<file path="src/hw/timer16_pkg.sv">
// shared constants and types for the 16-bit one-shot timer
package timer16_pkg;
    localparam int CNT_W = 16;
    localparam logic [15:0] CNT_MAX = 16'hffff;
    localparam logic [15:0] CNT_ZERO = 16'h0000;
    // mode field (three mode-select bits, bits 3..5 of the mode control)
    localparam logic [2:0] MODE_STOP = 3'h0;
    localparam logic [2:0] MODE_CLEAR_ON_END = 3'h6;
    localparam logic [2:0] MODE_CLEAR_ON_EDGE = 3'h4;
    // edge select encoding (bits 2 and 3 of the edge mode register)
    localparam logic [1:0] EDGE_FALL = 2'h0;
    localparam logic [1:0] EDGE_RISE = 2'h1;
    localparam logic [1:0] EDGE_BOTH = 2'h3;
    localparam int EDGE_SEL_LO_POS = 2;
    localparam int EDGE_SEL_HI_POS = 3;
    // sampling interval choices, in system clocks
    localparam logic [1:0] SAMPLE_DIV1 = 2'h0;
    localparam logic [1:0] SAMPLE_DIV4 = 2'h1;
    localparam logic [1:0] SAMPLE_DIV16 = 2'h2;
    localparam logic [1:0] SAMPLE_DIV64 = 2'h3;
    localparam logic [5:0] SAMPLE_CNT_RESET = 6'h00;
    // count clock prescale, in system clocks
    localparam logic [1:0] PRESCALE_RESET = 2'h0;
    localparam logic [15:0] COMPARE_RESET = 16'h0000;

    typedef struct packed {
        logic [2:0] mode_select;
        logic output_enable;
        logic output_active_low;
        logic external_trigger;
    } timer_ctrl_t;

    typedef struct packed {
        logic [15:0] compare_begin;
        logic [15:0] compare_end;
    } compare_pair_t;

    typedef enum logic [1:0] {
        PULSE_IDLE = 2'b00,
        PULSE_WAIT = 2'b01,
        PULSE_HIGH = 2'b11,
        PULSE_DONE = 2'b10
    } pulse_state_t;
endpackage : timer16_pkg

</file>
<file path="src/hw/edge_filter.sv">
// sampled two-sample noise filter and valid edge detector for the trigger pin
`timescale 1ns/1ps
module edge_filter
    import timer16_pkg::*;
(
    input wire logic clk_sys,
    input wire logic rst,
    input wire logic pin_in,
    input wire logic [1:0] sample_rate_select,
    input wire logic [3:0] edge_mode_register,
    output logic valid_edge
);
    logic sync1_reg, sync2_reg;
    logic [5:0] div_reg;
    logic samp_a_reg, samp_b_reg, level_reg;
    logic [1:0] edge_sel;
    logic [5:0] div_top;
    logic sample_tick;
    logic filt_next;
    logic rise, fall;

    assign edge_sel = {edge_mode_register[EDGE_SEL_HI_POS], edge_mode_register[EDGE_SEL_LO_POS]};
    assign div_top = (sample_rate_select == SAMPLE_DIV1) ? 6'h00 :
                     (sample_rate_select == SAMPLE_DIV4) ? 6'h03 :
                     (sample_rate_select == SAMPLE_DIV16) ? 6'h0f : 6'h3f;
    assign sample_tick = (div_reg >= div_top);
    // accept a new level only when two consecutive samples agree
    assign filt_next = (samp_a_reg == samp_b_reg) ? samp_b_reg : level_reg;
    assign rise = sample_tick && filt_next && !level_reg;
    assign fall = sample_tick && !filt_next && level_reg;
    assign valid_edge = (edge_sel == EDGE_BOTH) ? (rise | fall) :
                        (edge_sel == EDGE_RISE) ? rise :
                        (edge_sel == EDGE_FALL) ? fall : 1'b0;

    always_ff @(posedge clk_sys) begin
        if (rst) begin
            sync1_reg <= 1'b0;
            sync2_reg <= 1'b0;
            div_reg <= SAMPLE_CNT_RESET;
            samp_a_reg <= 1'b0;
            samp_b_reg <= 1'b0;
            level_reg <= 1'b0;
        end else begin
            sync1_reg <= pin_in;
            sync2_reg <= sync1_reg;
            div_reg <= sample_tick ? SAMPLE_CNT_RESET : div_reg + 6'h01;
            if (sample_tick) begin
                samp_a_reg <= sync2_reg;
                samp_b_reg <= samp_a_reg;
                level_reg <= filt_next;
            end
        end
    end
endmodule : edge_filter

</file>
<file path="src/hw/timer16_one_shot_pulse.sv">
// 16-bit timer/event counter, one-shot pulse mode with capture and overflow
`timescale 1ns/1ps
// Function
// - counter stays stopped while mode bits are zero; runs on any other value
// - valid edge on trigger pin selectable rising, falling or both
// - valid edge in external one-shot clears and starts the counter
// - output activates at begin compare, deactivates at end compare
// - further trigger edges ignored while an external pulse is in progress
// - first match may be up to one count clock early after start, never late
// - end compare below count: counter wraps through zero before matching
// - edge during begin-register read skips capture, keeps old value
// - edge irq flag is set even when capture is skipped
// - wrap flag set in clear-on-end mode, end=ffff, count ffff to 0000
// - soft trigger bit clears and starts counter when not in external mode, then pulse as
// - counter keeps running after pulse until the mode bits are zero
// - input sampled; edge valid after two equal consecutive samples
module timer16_one_shot_pulse
    import timer16_pkg::*;
(
    input wire logic clk_sys,
    input wire logic rst,
    input timer16_pkg::timer_ctrl_t timer_mode_control,
    input timer16_pkg::compare_pair_t compare_write_data,
    input wire logic compare_end_write,
    input wire logic compare_begin_write,
    input wire logic compare_begin_read,
    input wire logic soft_pulse_trigger,
    input wire logic capture_enable,
    input wire logic [1:0] count_prescale,
    input wire logic [3:0] edge_mode_register,
    input wire logic [1:0] sample_rate_select,
    input wire logic trigger_input_pin,
    input wire logic wrap_flag_clear,
    output logic [15:0] count_register,
    output logic [15:0] compare_end_register,
    output logic [15:0] compare_begin_register,
    output logic pulse_output_pin,
    output logic end_match_irq,
    output logic input_edge_irq,
    output logic input_edge_irq_flag,
    output logic wrap_flag,
    output logic pulse_busy
);
    import timer16_pkg::*;

    // ------------------------------------------------------------
    // state
    // ------------------------------------------------------------
    logic [15:0] count_reg, count_next;
    logic [15:0] end_reg, begin_reg;
    logic [1:0] pre_reg;
    logic out_reg, out_next;
    logic match_irq_reg, edge_irq_reg, edge_flag_reg, wrap_reg;
    pulse_state_t state_reg, state_next;

    logic running, tick, edge_valid, ext_mode, start_shot;
    logic hit_begin, hit_end, clear_on_end, wraps, do_capture;
    logic wrap_set, match_in_shot, begin_load;

    // ------------------------------------------------------------
    // trigger pin filter
    // ------------------------------------------------------------
    edge_filter edge_filter_inst (
        .clk_sys(clk_sys),
        .rst(rst),
        .pin_in(trigger_input_pin),
        .sample_rate_select(sample_rate_select),
        .edge_mode_register(edge_mode_register),
        .valid_edge(edge_valid)
    );

    // ------------------------------------------------------------
    // decode
    // ------------------------------------------------------------
    assign running = (timer_mode_control.mode_select != MODE_STOP);
    // count tick comes from a free prescaler, so a start lands anywhere in its period
    assign tick = running && (pre_reg == count_prescale);
    assign ext_mode = timer_mode_control.external_trigger;
    // edges during a pulse are dropped; software trigger is not filtered (caller's duty)
    assign start_shot = running && ((soft_pulse_trigger && !ext_mode)
                        || (ext_mode && edge_valid && (state_reg == PULSE_IDLE || state_reg == PULSE_DONE)));
    assign hit_begin = tick && (count_reg == begin_reg);
    assign hit_end = tick && (count_reg == end_reg);
    assign clear_on_end = (timer_mode_control.mode_select == MODE_CLEAR_ON_END);
    // no early wrap: a smaller end value is only met after passing ffff
    assign wraps = tick && (count_reg == CNT_MAX);
    assign count_next = start_shot ? CNT_ZERO :
                        !running ? CNT_ZERO :
                        (hit_end && clear_on_end) ? CNT_ZERO :
                        tick ? count_reg + 16'h0001 : count_reg;
    assign do_capture = capture_enable && edge_valid && running && !compare_begin_read;
    // flag and load decisions as named wires, so the register processes stay plain
    assign wrap_set = clear_on_end && (end_reg == CNT_MAX) && wraps;
    assign match_in_shot = hit_end && ((state_reg == PULSE_HIGH) || clear_on_end);
    assign begin_load = compare_begin_write && !do_capture;

    always_comb begin
        state_next = state_reg;
        out_next = out_reg;
        unique case (state_reg)
            PULSE_IDLE, PULSE_DONE: begin
                out_next = 1'b0;
                if (start_shot) state_next = PULSE_WAIT;
            end
            PULSE_WAIT: begin
                if (hit_begin) begin
                    state_next = PULSE_HIGH;
                    out_next = 1'b1;
                end
            end
            PULSE_HIGH: begin
                if (hit_end) begin
                    state_next = PULSE_DONE;
                    out_next = 1'b0;
                end
            end
        endcase
        if (!running) begin
            state_next = PULSE_IDLE;
            out_next = 1'b0;
        end
    end

    // ------------------------------------------------------------
    // prescaler and counter
    // ------------------------------------------------------------
    // the prescaler never stops, which is where the start error of one count clock comes from
    always_ff @(posedge clk_sys) begin
        if (rst) begin
            pre_reg <= PRESCALE_RESET;
        end else begin
            pre_reg <= (pre_reg == count_prescale) ? PRESCALE_RESET : pre_reg + 2'h1;
        end
    end

    always_ff @(posedge clk_sys) begin
        if (rst) begin
            count_reg <= CNT_ZERO;
        end else begin
            count_reg <= count_next;
        end
    end

    // ------------------------------------------------------------
    // pulse sequencer
    // ------------------------------------------------------------
    always_ff @(posedge clk_sys) begin
        if (rst) begin
            state_reg <= PULSE_IDLE;
            out_reg <= 1'b0;
        end else begin
            state_reg <= state_next;
            out_reg <= out_next;
        end
    end

    // ------------------------------------------------------------
    // compare registers
    // ------------------------------------------------------------
    always_ff @(posedge clk_sys) begin
        if (rst) begin
            end_reg <= COMPARE_RESET;
        end else if (compare_end_write) begin
            end_reg <= compare_write_data.compare_end;
        end
    end

    // a capture wins over a software write in the same cycle
    always_ff @(posedge clk_sys) begin
        if (rst) begin
            begin_reg <= COMPARE_RESET;
        end else if (do_capture) begin
            begin_reg <= count_reg;
        end else if (begin_load) begin
            begin_reg <= compare_write_data.compare_begin;
        end
    end

    // ------------------------------------------------------------
    // event outputs
    // ------------------------------------------------------------
    always_ff @(posedge clk_sys) begin
        if (rst) begin
            match_irq_reg <= 1'b0;
            edge_irq_reg <= 1'b0;
            edge_flag_reg <= 1'b0;
        end else begin
            match_irq_reg <= match_in_shot;
            edge_irq_reg <= edge_valid;
            // raised on every valid edge, whether or not the capture was taken
            edge_flag_reg <= edge_valid;
        end
    end

    // sticky until cleared; a set in the same cycle as a clear wins
    always_ff @(posedge clk_sys) begin
        if (rst) begin
            wrap_reg <= 1'b0;
        end else if (wrap_set) begin
            wrap_reg <= 1'b1;
        end else if (wrap_flag_clear) begin
            wrap_reg <= 1'b0;
        end
    end

    // ------------------------------------------------------------
    // outputs
    // ------------------------------------------------------------
    assign count_register = count_reg;
    assign compare_end_register = end_reg;
    assign compare_begin_register = begin_reg;
    assign pulse_output_pin = timer_mode_control.output_enable &
                              (out_reg ^ timer_mode_control.output_active_low);
    assign end_match_irq = match_irq_reg;
    assign input_edge_irq = edge_irq_reg;
    assign input_edge_irq_flag = edge_flag_reg;
    assign wrap_flag = wrap_reg;
    assign pulse_busy = (state_reg == PULSE_WAIT) || (state_reg == PULSE_HIGH);
endmodule : timer16_one_shot_pulse

</file>
<file path="config.mk">
export PLATFORM = sky130hd
export DESIGN_NAME = timer16_one_shot_pulse
export DESIGN_NICKNAME = d
export VERILOG_FILES = /design/src/hw/timer16_pkg.sv /design/src/hw/edge_filter.sv /design/src/hw/timer16_one_shot_pulse.sv
export SDC_FILE = /design/constraint.sdc
export NUM_CORES = 1
export LEC_CHECK = 0
export ABC_AREA = 0
export BUFFER_PORTS_ARGS = -buffer_cell sky130_fd_sc_hd__clkbuf_2
export CORE_AREA = 8 8 87 108
export CTS_BUF_LIST = sky130_fd_sc_hd__clkbuf_8
export CTS_CLUSTER_DIAMETER = 150
export DETAILED_ROUTE_END_ITERATION = 8
export DIE_AREA = 0 0 95 116
export GPL_TIMING_DRIVEN = 0
export PLACE_DENSITY_LB_ADDON = 0.3
export SLEW_MARGIN = 20
export SYNTH_ARGS = -nofsm -noshare
export SYNTH_HDL_FRONTEND = slang
export SYNTH_SLANG_ARGS = --single-unit
</file>
<file path="constraint.sdc">
create_clock -name clk_sys -period 2.9 [get_ports clk_sys]
set_clock_uncertainty 0.15 [all_clocks]
set_input_delay 0.435 -clock clk_sys [delete_from_list [all_inputs] [get_ports clk_sys]]
set_output_delay 0.435 -clock clk_sys [all_outputs]
set_load 0.01 [all_outputs]
</file>
-- Word-level counts from Yosys, hierarchy flattened
Cells that the tools add are included.
- add/subtract/negate cells: 3
- multipliers: 0
- divide/modulo/power cells: 0
- $lt $le $gt $ge: 1
- equal/unequal tests: 17
- shift-type cells: 0
- multiplexer cells: 18
- bitwise logic cells: 4
- reduce and logical (&&, ||, !) cells: 42
- operator list (operator ; number):
    $eq 16x16->1 ; 2
    $eq 16x16->1 const B ; 2
    $mux 16 ; 2
    $logic_and 1x1->1 ; 20
    $mux 6 ; 3
    $add 16x1->16 const B ; 1
    $eq 2x2->1 const B ; 4
    $mux 1 ; 8
    $reduce_or 2->1 ; 4
    $add 6x1->6 const B ; 1
    $eq 2x1->1 const B ; 3
    $ge 6x6->1 ; 1
    $logic_not 2->1 ; 3
    $mux 2 ; 3
    $ne 2x2->1 const B ; 3
    $pmux 2 s3 ; 1
    $logic_not 1->1 ; 5
    $logic_or 1x1->1 ; 4
    $reduce_bool 2->1 ; 2
    $reduce_or 4->1 ; 1
    $eq 3x3->1 const B ; 1
    $pmux 1 s3 ; 1
    $reduce_and 3->1 ; 1
    $reduce_bool 3->1 ; 1
    other kinds (8) ; 8
- bits in registers: 67
- bits in latches: 0
- RAM bits: 0
- ROM bits: 0
- bits of input ports: 55
- output and inout port bits: 54
- logic and storage cells: 100
- memories kept: 0

-- Longest topological paths before layout
Gate-level depths: netlist of the first run.
- word-level depth: 17
- gate-level depth with buffers: 10
- depth with buffers taken out: 8

-- Cells and area by module
Synthesis of the first run repeated with hierarchy kept, for this count alone.
- cell total of the unflattened synthesis: 379
- area, all modules: 3569.7 µm²
- by module, submodules not included (module ; times used ; cells an instance ; area an instance (µm²) ; sequential area each (µm²)):
    timer16_one_shot_pulse ; 1 ; 318 ; 2991.6 ; 1121.1
    edge_filter ; 1 ; 61 ; 578.1 ; 220.2

-- Worst setup path before layout of the first run
No wires, ideal clock.
- kind: input-to-reg
- start point: input port sample_rate_select[1]
- end point: register count_reg[0] (netlist: count_register[0])
- setup time: 92 ps
- data arrival time: 2248 ps
- data required time: 2658 ps
- path slack: 410 ps
- stages: 9
- path buffers: 2
- path through: or2_2 -> ha_1 -> nand2b_1 -> a31oi_1 -> o21ai_2 -> and4_1 -> buf_2 -> buf_6 -> nor4_1
- word-level cells in the longest chain between the ends: 15
- elaborated cells between the ends (all ways): 20
- classes of those cells: order compare (1); eq/ne (2); mux (6); bitwise (1); reduce/logical (10)
- ends and longest elaborated chain (item ; RTL line ; RTL):
    from (decl) ; timer16_one_shot_pulse.sv:31 ; input wire logic [1:0] sample_rate_select,
    $eq 2x2->1 ; edge_filter.sv:25 ; (sample_rate_select == SAMPLE_DIV16) ? 6'h0f : 6'h3f;
    $mux 6 ; edge_filter.sv:25 ;
    $mux 6 ; edge_filter.sv:24 ; (sample_rate_select == SAMPLE_DIV4) ? 6'h03 :
    $mux 6 (*) ; edge_filter.sv:23 ; assign div_top = (sample_rate_select == SAMPLE_DIV1) ? 6'h00 :
    $ge 6x6->1 (*) ; edge_filter.sv:26 ; assign sample_tick = (div_reg >= div_top);
    $logic_and 1x1->1 (2 in series) ; edge_filter.sv:30 ; assign fall = sample_tick && !filt_next && level_reg;
    $mux 1 ; edge_filter.sv:33 ; (edge_sel == EDGE_FALL) ? fall : 1'b0;
    $mux 1 ; edge_filter.sv:32 ; (edge_sel == EDGE_RISE) ? rise :
    $mux 1 (*) ; edge_filter.sv:31 ; assign valid_edge = (edge_sel == EDGE_BOTH) ? (rise | fall) :
    $logic_and 1x1->1 (*) (2 in series) ; timer16_one_shot_pulse.sv:81 ; || (ext_mode && edge_valid && (state_reg == PULSE_IDLE || state_reg == PULSE_DONE)));
    $logic_or 1x1->1 (*) ; timer16_one_shot_pulse.sv:81 ;
    $logic_and 1x1->1 (*) ; timer16_one_shot_pulse.sv:80 ; assign start_shot = running && ((soft_pulse_trigger && !ext_mode)
    $reduce_or 4->1 (no line) (*) ; -- ;
    to (signal assigned) ; timer16_one_shot_pulse.sv:140 ; count_reg <= count_next;
    to (decl) ; timer16_one_shot_pulse.sv:49 ; logic [15:0] count_reg, count_next;
Mark *: on every way between the ends. The rest lies on a longest branch, timed or not.
A chain may end at the register's enable or synchronous reset.

-- Final worst setup path of the first run
- start point: input port sample_rate_select[1]
- end point: register begin_reg[8] (netlist: compare_begin_register[8])
- word-level cells in the longest chain between the ends: 16
- elaborated cells between the ends (all ways): 22
- classes of those cells: order compare (1); eq/ne (2); mux (7); bitwise (1); reduce/logical (11)
- ends and longest elaborated chain (item ; RTL line ; RTL):
    $eq 2x2->1 ; edge_filter.sv:25 ;
    $mux 6 ; edge_filter.sv:25 ;
    $mux 6 ; edge_filter.sv:24 ;
    $mux 6 (*) ; edge_filter.sv:23 ;
    $ge 6x6->1 (*) ; edge_filter.sv:26 ;
    $logic_and 1x1->1 (2 in series) ; edge_filter.sv:30 ;
    $mux 1 ; edge_filter.sv:33 ;
    $mux 1 ; edge_filter.sv:32 ;
    $mux 1 (*) ; edge_filter.sv:31 ;
    $logic_and 1x1->1 (*) (3 in series) ; timer16_one_shot_pulse.sv:91 ; assign do_capture = capture_enable && edge_valid && running && !compare_begin_read;
    $logic_not 1->1 ; timer16_one_shot_pulse.sv:95 ; assign begin_load = compare_begin_write && !do_capture;
    $logic_and 1x1->1 ; timer16_one_shot_pulse.sv:95 ;
    $reduce_bool 2->1 (no line) ; -- ;
    to (signal assigned) ; timer16_one_shot_pulse.sv:173 ; begin_reg <= count_reg;
    to (signal assigned) ; timer16_one_shot_pulse.sv:175 ; begin_reg <= compare_write_data.compare_begin;
    to (decl) ; timer16_one_shot_pulse.sv:50 ; logic [15:0] end_reg, begin_reg;
Marked as above.

==> summary.md, run 1 <==
| Metric | Value |
|---|---|
| CTS tree | built |
| Grt ovf | 0 |
| Synth Register Bits | 67 |
| Commonest non-fill, non-tap cell in the layout | clkbuf_2 |
| WP data required | 2.95 ns |
| Ant. Diodes | 0 |
| MaxCap Viol Count | 0 |
| Switching power | 589 µW |
| Largest net degree at the start of global routing | 11 |
| Final WS setup | 0.281 ns |
| Worst-Skew Late Latency | 0.35 ns |
| Synthesized area | 0.00371 mm² |
| Critical Path Start Type | primary input |
| RSZ-0062 raised after global routing | false |
| Area occupied by multi-input gates | between 0.002 and 0.0025 mm² |
| TritonRoute pass-1 iters | 5 |
| Tmin final | approximately 2.6 ns |
| Worst hold path type | in -> reg |
| Die Span Y | about 120 µm |
| Clock-pin slew on the worst setup and hold paths | 0.07 ns |
| Yosys warning count | 0 |
| Synth Instances | around 400 |
| CP max FO | 10 |
| Routability Congestion | 0.844 |
| Max Freq | 382 MHz |
| Post_cts resized | 0 |
| DR vias | around 3400 |
| Synth area leaders | dfxtp_1 36%, xnor2_1 12%, mux2_2 4.9% |
| # IOs | approximately 110 |
| Core Rows | 36 |
| Main synth FF type | dfxtp_1 |
| PD cells | 475 mW/mm² |
| Status | complete, no violations |
| Vias per cell | 5.48 |
| Setup TNS | 0 ns |
| Fin crit share | 90.3% |
| DP Wirelength | between 8000 and 9000 µm |
| Leak | 0.00185 µW |
| Clock sinks | 67 |
| Core ar. | about 0.0077 mm² |
| EDFF count, synth | 0 |
| Sw Ratio | between 20% and 30% |
| Post-synth top area share | 36.1% |
| Most frequent cells in the layout | 105 x clkbuf_2, 67 x dfxtp_1, 51 x xnor2_1 |
| Mean post-synth cell area | 9.26 µm² |
| Die W | around 95 µm |
| IO Port Bufs | 103 |
| Total track usage | around a fifth |
| Nets | 578 |
| Setup bufs post-CTS | 0 |
| Max_slew headroom | between 50% and 60% |
| H-tree depth | 3 |
| Hold_buf cts | 0 |
| Final Setup Violations | 0 |
| Vias in the first global route | 3550 |
| Slew Limit Fails | 0 |
| Routed length per placed instance | between 15 and 20 µm |
| Fillcell total | 696 |
| CP arrival | 2.67 ns |
| R2r startpoint | edge_filter_inst.div_reg[0] |
| FFs w/ async S/R, synth | 0% |
| Starting DRT DRC Count | around 170 |
| Root Driver | clkbuf_8 |
| Final wirelength | 10300 µm |
| Area Growth Syn to Fin | 22.7% |
| Final Hold Viols | 0 |
| Die area | 0.0110 mm² |
| Hold Startpoint | trigger_input_pin |
| Share of total power in combinational logic | 16.8% |
| Power share of the sequential group | 46.5% |
| Max IR drop VDD | around 0.28 mV |
| First-pass GRT wire length | 16600 µm |
| CTS Buffer Depth | 2 |
| Initial antenna violation count | 0 |
| DRC viols | 0 |
| Unique masters post-synth | 48 |
| Pwr Total | 2170 µW |
| Register area | 0.00134 mm² |
| Syn_nets | 464 |
| Synth area leader | dfxtp_1 |
| Layout cell share with drive strength beyond 1 | 32.1% |
| Worst Tran Pin Value | 0.680 ns |
| Critical Path End Type | register |
| Clk network pwr share | 36.7% |
| Num CTS Buffers | 9 |
| Routed Antenna Nets | 0 |
| P_int | 1580 µW |
| Critical path class | in -> reg |
| Starting Density | 48.2% |
| Register area share after synthesis | 36.1% |
| Crit path from | sample_rate_select[1] |
| Dpl ws | -0.0539 ns |
## routing by layer
layer	up-vias	track usage, %	wire length, µm
met5	-	0	0
met4	0	6.99	104
met3	10	3.89	747
met2	131	32.3	5030
met1	1553	22.9	4390
li1	1675	-	-
## power groups by stage
stage | sequential, µW | clock (µW) | combinational (µW)
final | 1010 | 796 | 363
after global routing | 1010 | 846 | 399
after CTS | 1010 | 805 | 365
after detailed placement | 1030 | 0 | 363
after global placement | 1020 | 0 | 356
after floorplan | 1030 | 0 | 233
## kinds of logic (layout without fill, tap and decap cells)
group / count (synthesis) / in the layout / share of synthesized area (%)
buf+inv: 56 / 175 / 6.84
xor+xnor: 56 / 56 / 13.2
simple gates: 127 / 127 / 21.6
compound gates: 55 / 55 / 10.4
mux: 32 / 32 / 9.16
fa+ha+maj: 8 / 8 / 2.69
flops: 67 / 67 / 36.1
## worst paths after layout
kind | endpoint | slack, ns | depth (start not counted)
setup / recovery | compare_begin_register[8] | 0.28 | 9
hold reg to reg | edge_filter_inst.sync2_reg | 0.29 | 1
hold / removal | edge_filter_inst.sync1_reg | 0.16 | 2
setup reg to reg | compare_begin_register[8] | 0.33 | 8
## cells in the mapped netlist (all sizes together) (4+ instances only)
library cell / number
ha: 8
a311oi: 16
clkbuf: 22
a31oi: 18
nor2: 26
buf: 13
nand2: 12
nand4: 13
dfxtp: 67
xnor2: 51
o21ai: 4
nor3: 16
a21oi: 8
inv: 21
mux2: 16
mux2i: 16
nor4: 26
nand3: 11
xor2: 5
nor3b: 4
## through the flow
stage / cells / util, % / hold slack (ns) / area, µm²
2_1_floorplan: 401 / - / 0.264 / 3710
3_3_place_gp: 599 / 56.5 / 0.268 / 4350
3_5_place_dp: 599 / 56.5 / 0.278 / 4350
4_1_cts: 615 / 59.2 / 0.152 / 4560
5_1_grt: 615 / 59.2 / 0.174 / 4560
6_report: 615 / 59.2 / 0.164 / 4560
## area by class of cell
class,instances,area share [%]
Clock buffer,15,4.53
Tap cell,95,2.61
Buffer,35,3.84
Inverter,21,1.73
Multi-Input combinational cell,278,46.5
Clock inverter,1,0.0823
Timing Repair Buffer,103,11.3
Sequential cell,67,29.4
## critical path: stages
cell	delay [ns]
clkbuf_2	0.09
or2_2	0.30
ha_1	0.27
nand2b_1	0.09
a31oi_1	0.14
o21a_1	0.27
nor2_1	0.45
clkbuf_1	0.43
a311oi_1	0.18
No activity file was read; power rests on OpenSTA's default activity.
==> run 2: changes to the inputs <==
--- a/config.mk
+++ b/config.mk
@@ -8,7 +8,6 @@
 export ABC_AREA = 0
 export BUFFER_PORTS_ARGS = -buffer_cell sky130_fd_sc_hd__clkbuf_2
 export CORE_AREA = 8 8 87 108
-export CTS_BUF_LIST = sky130_fd_sc_hd__clkbuf_8
 export CTS_CLUSTER_DIAMETER = 150
 export DETAILED_ROUTE_END_ITERATION = 8
 export DIE_AREA = 0 0 95 116
==> run 2 against run 1 <==
- routed wire length barely moved
- first-iteration DRC count did not move
- power rose by 0.17%
- combinational power barely moved
- final cell count did not move
- critical path type unchanged
- highest routed layer unchanged
==> summary.md, run 2 (synthesis results as in run 1) <==
| Metric | Value |
|---|---|
| Critical path class | in -> reg |
| Slew Limit Fails | 0 (unchanged) |
| Root Driver | clkbuf_8 |
| DP Wirelength | 8150 µm (unchanged) |
| Die area | 0.0110 mm² (unchanged) |
| Critical Path End | compare_begin_register[8] |
| Worst Reg-to-Reg Cells | 8 (unchanged) |
| CTS Buffer Depth | 2 (unchanged) |
| DRC viols | 0 (unchanged) |
| Final Hold Viols | 0 (unchanged) |
| Total track usage | 19.0% (unchanged) |
| R2r startpoint | edge_filter_inst.div_reg[0] |
| Placed cell area | 0.00435 mm² (unchanged) |
| PD cells | 476 mW/mm² (+0.17%) |
| Commonest non-fill, non-tap cell in the layout | clkbuf_2 |
| Fillcell total | 696 (unchanged) |
| R2R setup slack | 0.32 ns (about the same) |
| Hold Startpoint | trigger_input_pin |
| Most frequent cells in the layout | 105 x clkbuf_2, 67 x dfxtp_1, 51 x xnor2_1 |
| Vias per cell | 5.48 (+0.12%) |
| CP arrival | 2.68 ns (about the same) |
| Max_slew headroom | 54.5% (about the same) |
| Max IR drop VDD | 0.284 mV (about the same) |
| Core ar. | 0.00770 mm² (unchanged) |
| WP data required | 2.95 ns (about the same) |
| First-pass GRT wire length | 16600 µm (unchanged) |
| Die W | 95 µm (unchanged) |
| Final wirelength | 10300 µm (about the same) |
| Area Growth Syn to Fin | 22.7% (unchanged) |
| TritonRoute pass-1 iters | 4 (-1) |
| Tmin final | 2.63 ns (+0.0108 ns) |
| Grt ovf | 0 (unchanged) |
| Nets | 578 (unchanged) |
| Routed length per placed instance | 16.7 µm (about the same) |
| Layout cell share with drive strength beyond 1 | 32.1% (unchanged) |
| Starting Density | 48.2% (unchanged) |
| Setup bufs post-CTS | 0 (unchanged) |
| Worst-Skew Late Latency | 0.35 ns (about the same) |
| CP max FO | 10 (unchanged) |
| Worst hold path type | in -> reg |
| Fin crit share | 90.7% (+0.37 points) |
| WHS | 0.164 ns (+0.000377 ns) |
| Leak | 0.00184 µW (-0.22%) |
| Initial antenna violation count | 0 (unchanged) |
| Pwr Total | 2170 µW (+0.17%) |
| MaxCap Viol Count | 0 (unchanged) |
| H-tree depth | 3 (unchanged) |
| Die Span Y | 116 µm (unchanged) |
| RSZ-0062 raised after global routing | false |
| Starting DRT DRC Count | 174 (unchanged) |
| Fin area | 0.00456 mm² (unchanged) |
| Final Setup Violations | 0 (unchanged) |
| CTS tree | built |
| Vias in the first global route | 3550 (unchanged) |
| Post_cts resized | 0 (unchanged) |
| Reg-to-Reg End | compare_begin_register[8] |
| Ant. Diodes | 0 (unchanged) |
| Max Freq | 380 MHz (-0.41%) |
| Worst Tran Pin Value | 0.681 ns (+0.000614 ns) |
| Core Rows | 36 (unchanged) |
| Critical Path End Type | register |
| Hold_buf cts | 0 (unchanged) |
| Critical Path Start Type | primary input |
| Crit path from | sample_rate_select[1] |
| Routed Antenna Nets | 0 (unchanged) |
| IO Port Bufs | 103 (unchanged) |
| # IOs | 109 (unchanged) |
| Clock-pin slew on the worst setup and hold paths | 0.07 ns (about the same) |
| Routability Congestion | 0.844 (unchanged) |
| Clock sinks | 67 (unchanged) |
| Largest net degree at the start of global routing | 11 (unchanged) |
| Status | complete, no violations |
| DR vias | 3373 (+0.12%) |
| Num CTS Buffers | 9 (unchanged) |
-- run 2: cell types whose count changed in the layout (fill, tap and decap cells not counted) --
cell	previous run	this run
clkbuf_1	20	21
inv_1	22	21
-- run 2: routing by layer --
metal / GRT usage, % / vias up / wire length (µm)
li1: - / 1675 / -
met1: 22.9 / 1557 / 4390
met2: 32.3 / 131 / 5040
met3: 3.89 / 10 / 748
met4: 6.99 / 0 / 104
met5: 0 / - / 0
-- run 2: worst min-delay path by stage --
stage                                            end  slack, ns  cells after the start
after global placement    edge_filter_inst.sync2_reg       0.27                      1
final                     edge_filter_inst.sync1_reg       0.16                      2
after global routing        compare_end_register[14]       0.17                      3
after CTS                 edge_filter_inst.sync1_reg       0.15                      2
after detailed placement  edge_filter_inst.sync2_reg       0.28                      1
after floorplan           edge_filter_inst.sync2_reg       0.26                      1
-- run 2: cell type report --
class	instances	area (µm²)	area share, %
inverter	21	78.8	1.73
sequential	67	1340	29.4
tap	95	119	2.61
buffer	35	175	3.84
timing repair buffer	103	515	11.3
clock buffer	16	210	4.61
multi-input combinational	278	2120	46.5
-- run 2: power breakdown --
group | internal [µW] | total [µW] | switching, µW
logic | 167 | 363 | 197
registers | 962 | 1010 | 45.2
clock network | 452 | 799 | 347
total | 1580 | 2170 | 589
-- run 2: stage by stage --
stage	worst slack (ns)	setup TNS [ns]	utilization, %	instances
2_1_floorplan	0.410	0	-	401
3_3_place_gp	0.0344	0	56.5	599
3_5_place_dp	-0.0539	-0.377	56.5	599
4_1_cts	0.324	0	59.2	615
5_1_grt	0.187	0	59.2	615
6_report	0.271	0	59.2	615
-- run 2: critical path: stages --
cell      delay, ns
clkbuf_2       0.09
or2_2          0.30
ha_1           0.27
nand2b_1       0.09
a31oi_1        0.14
o21a_1         0.27
nor2_1         0.46
clkbuf_1       0.43
a311oi_1       0.18
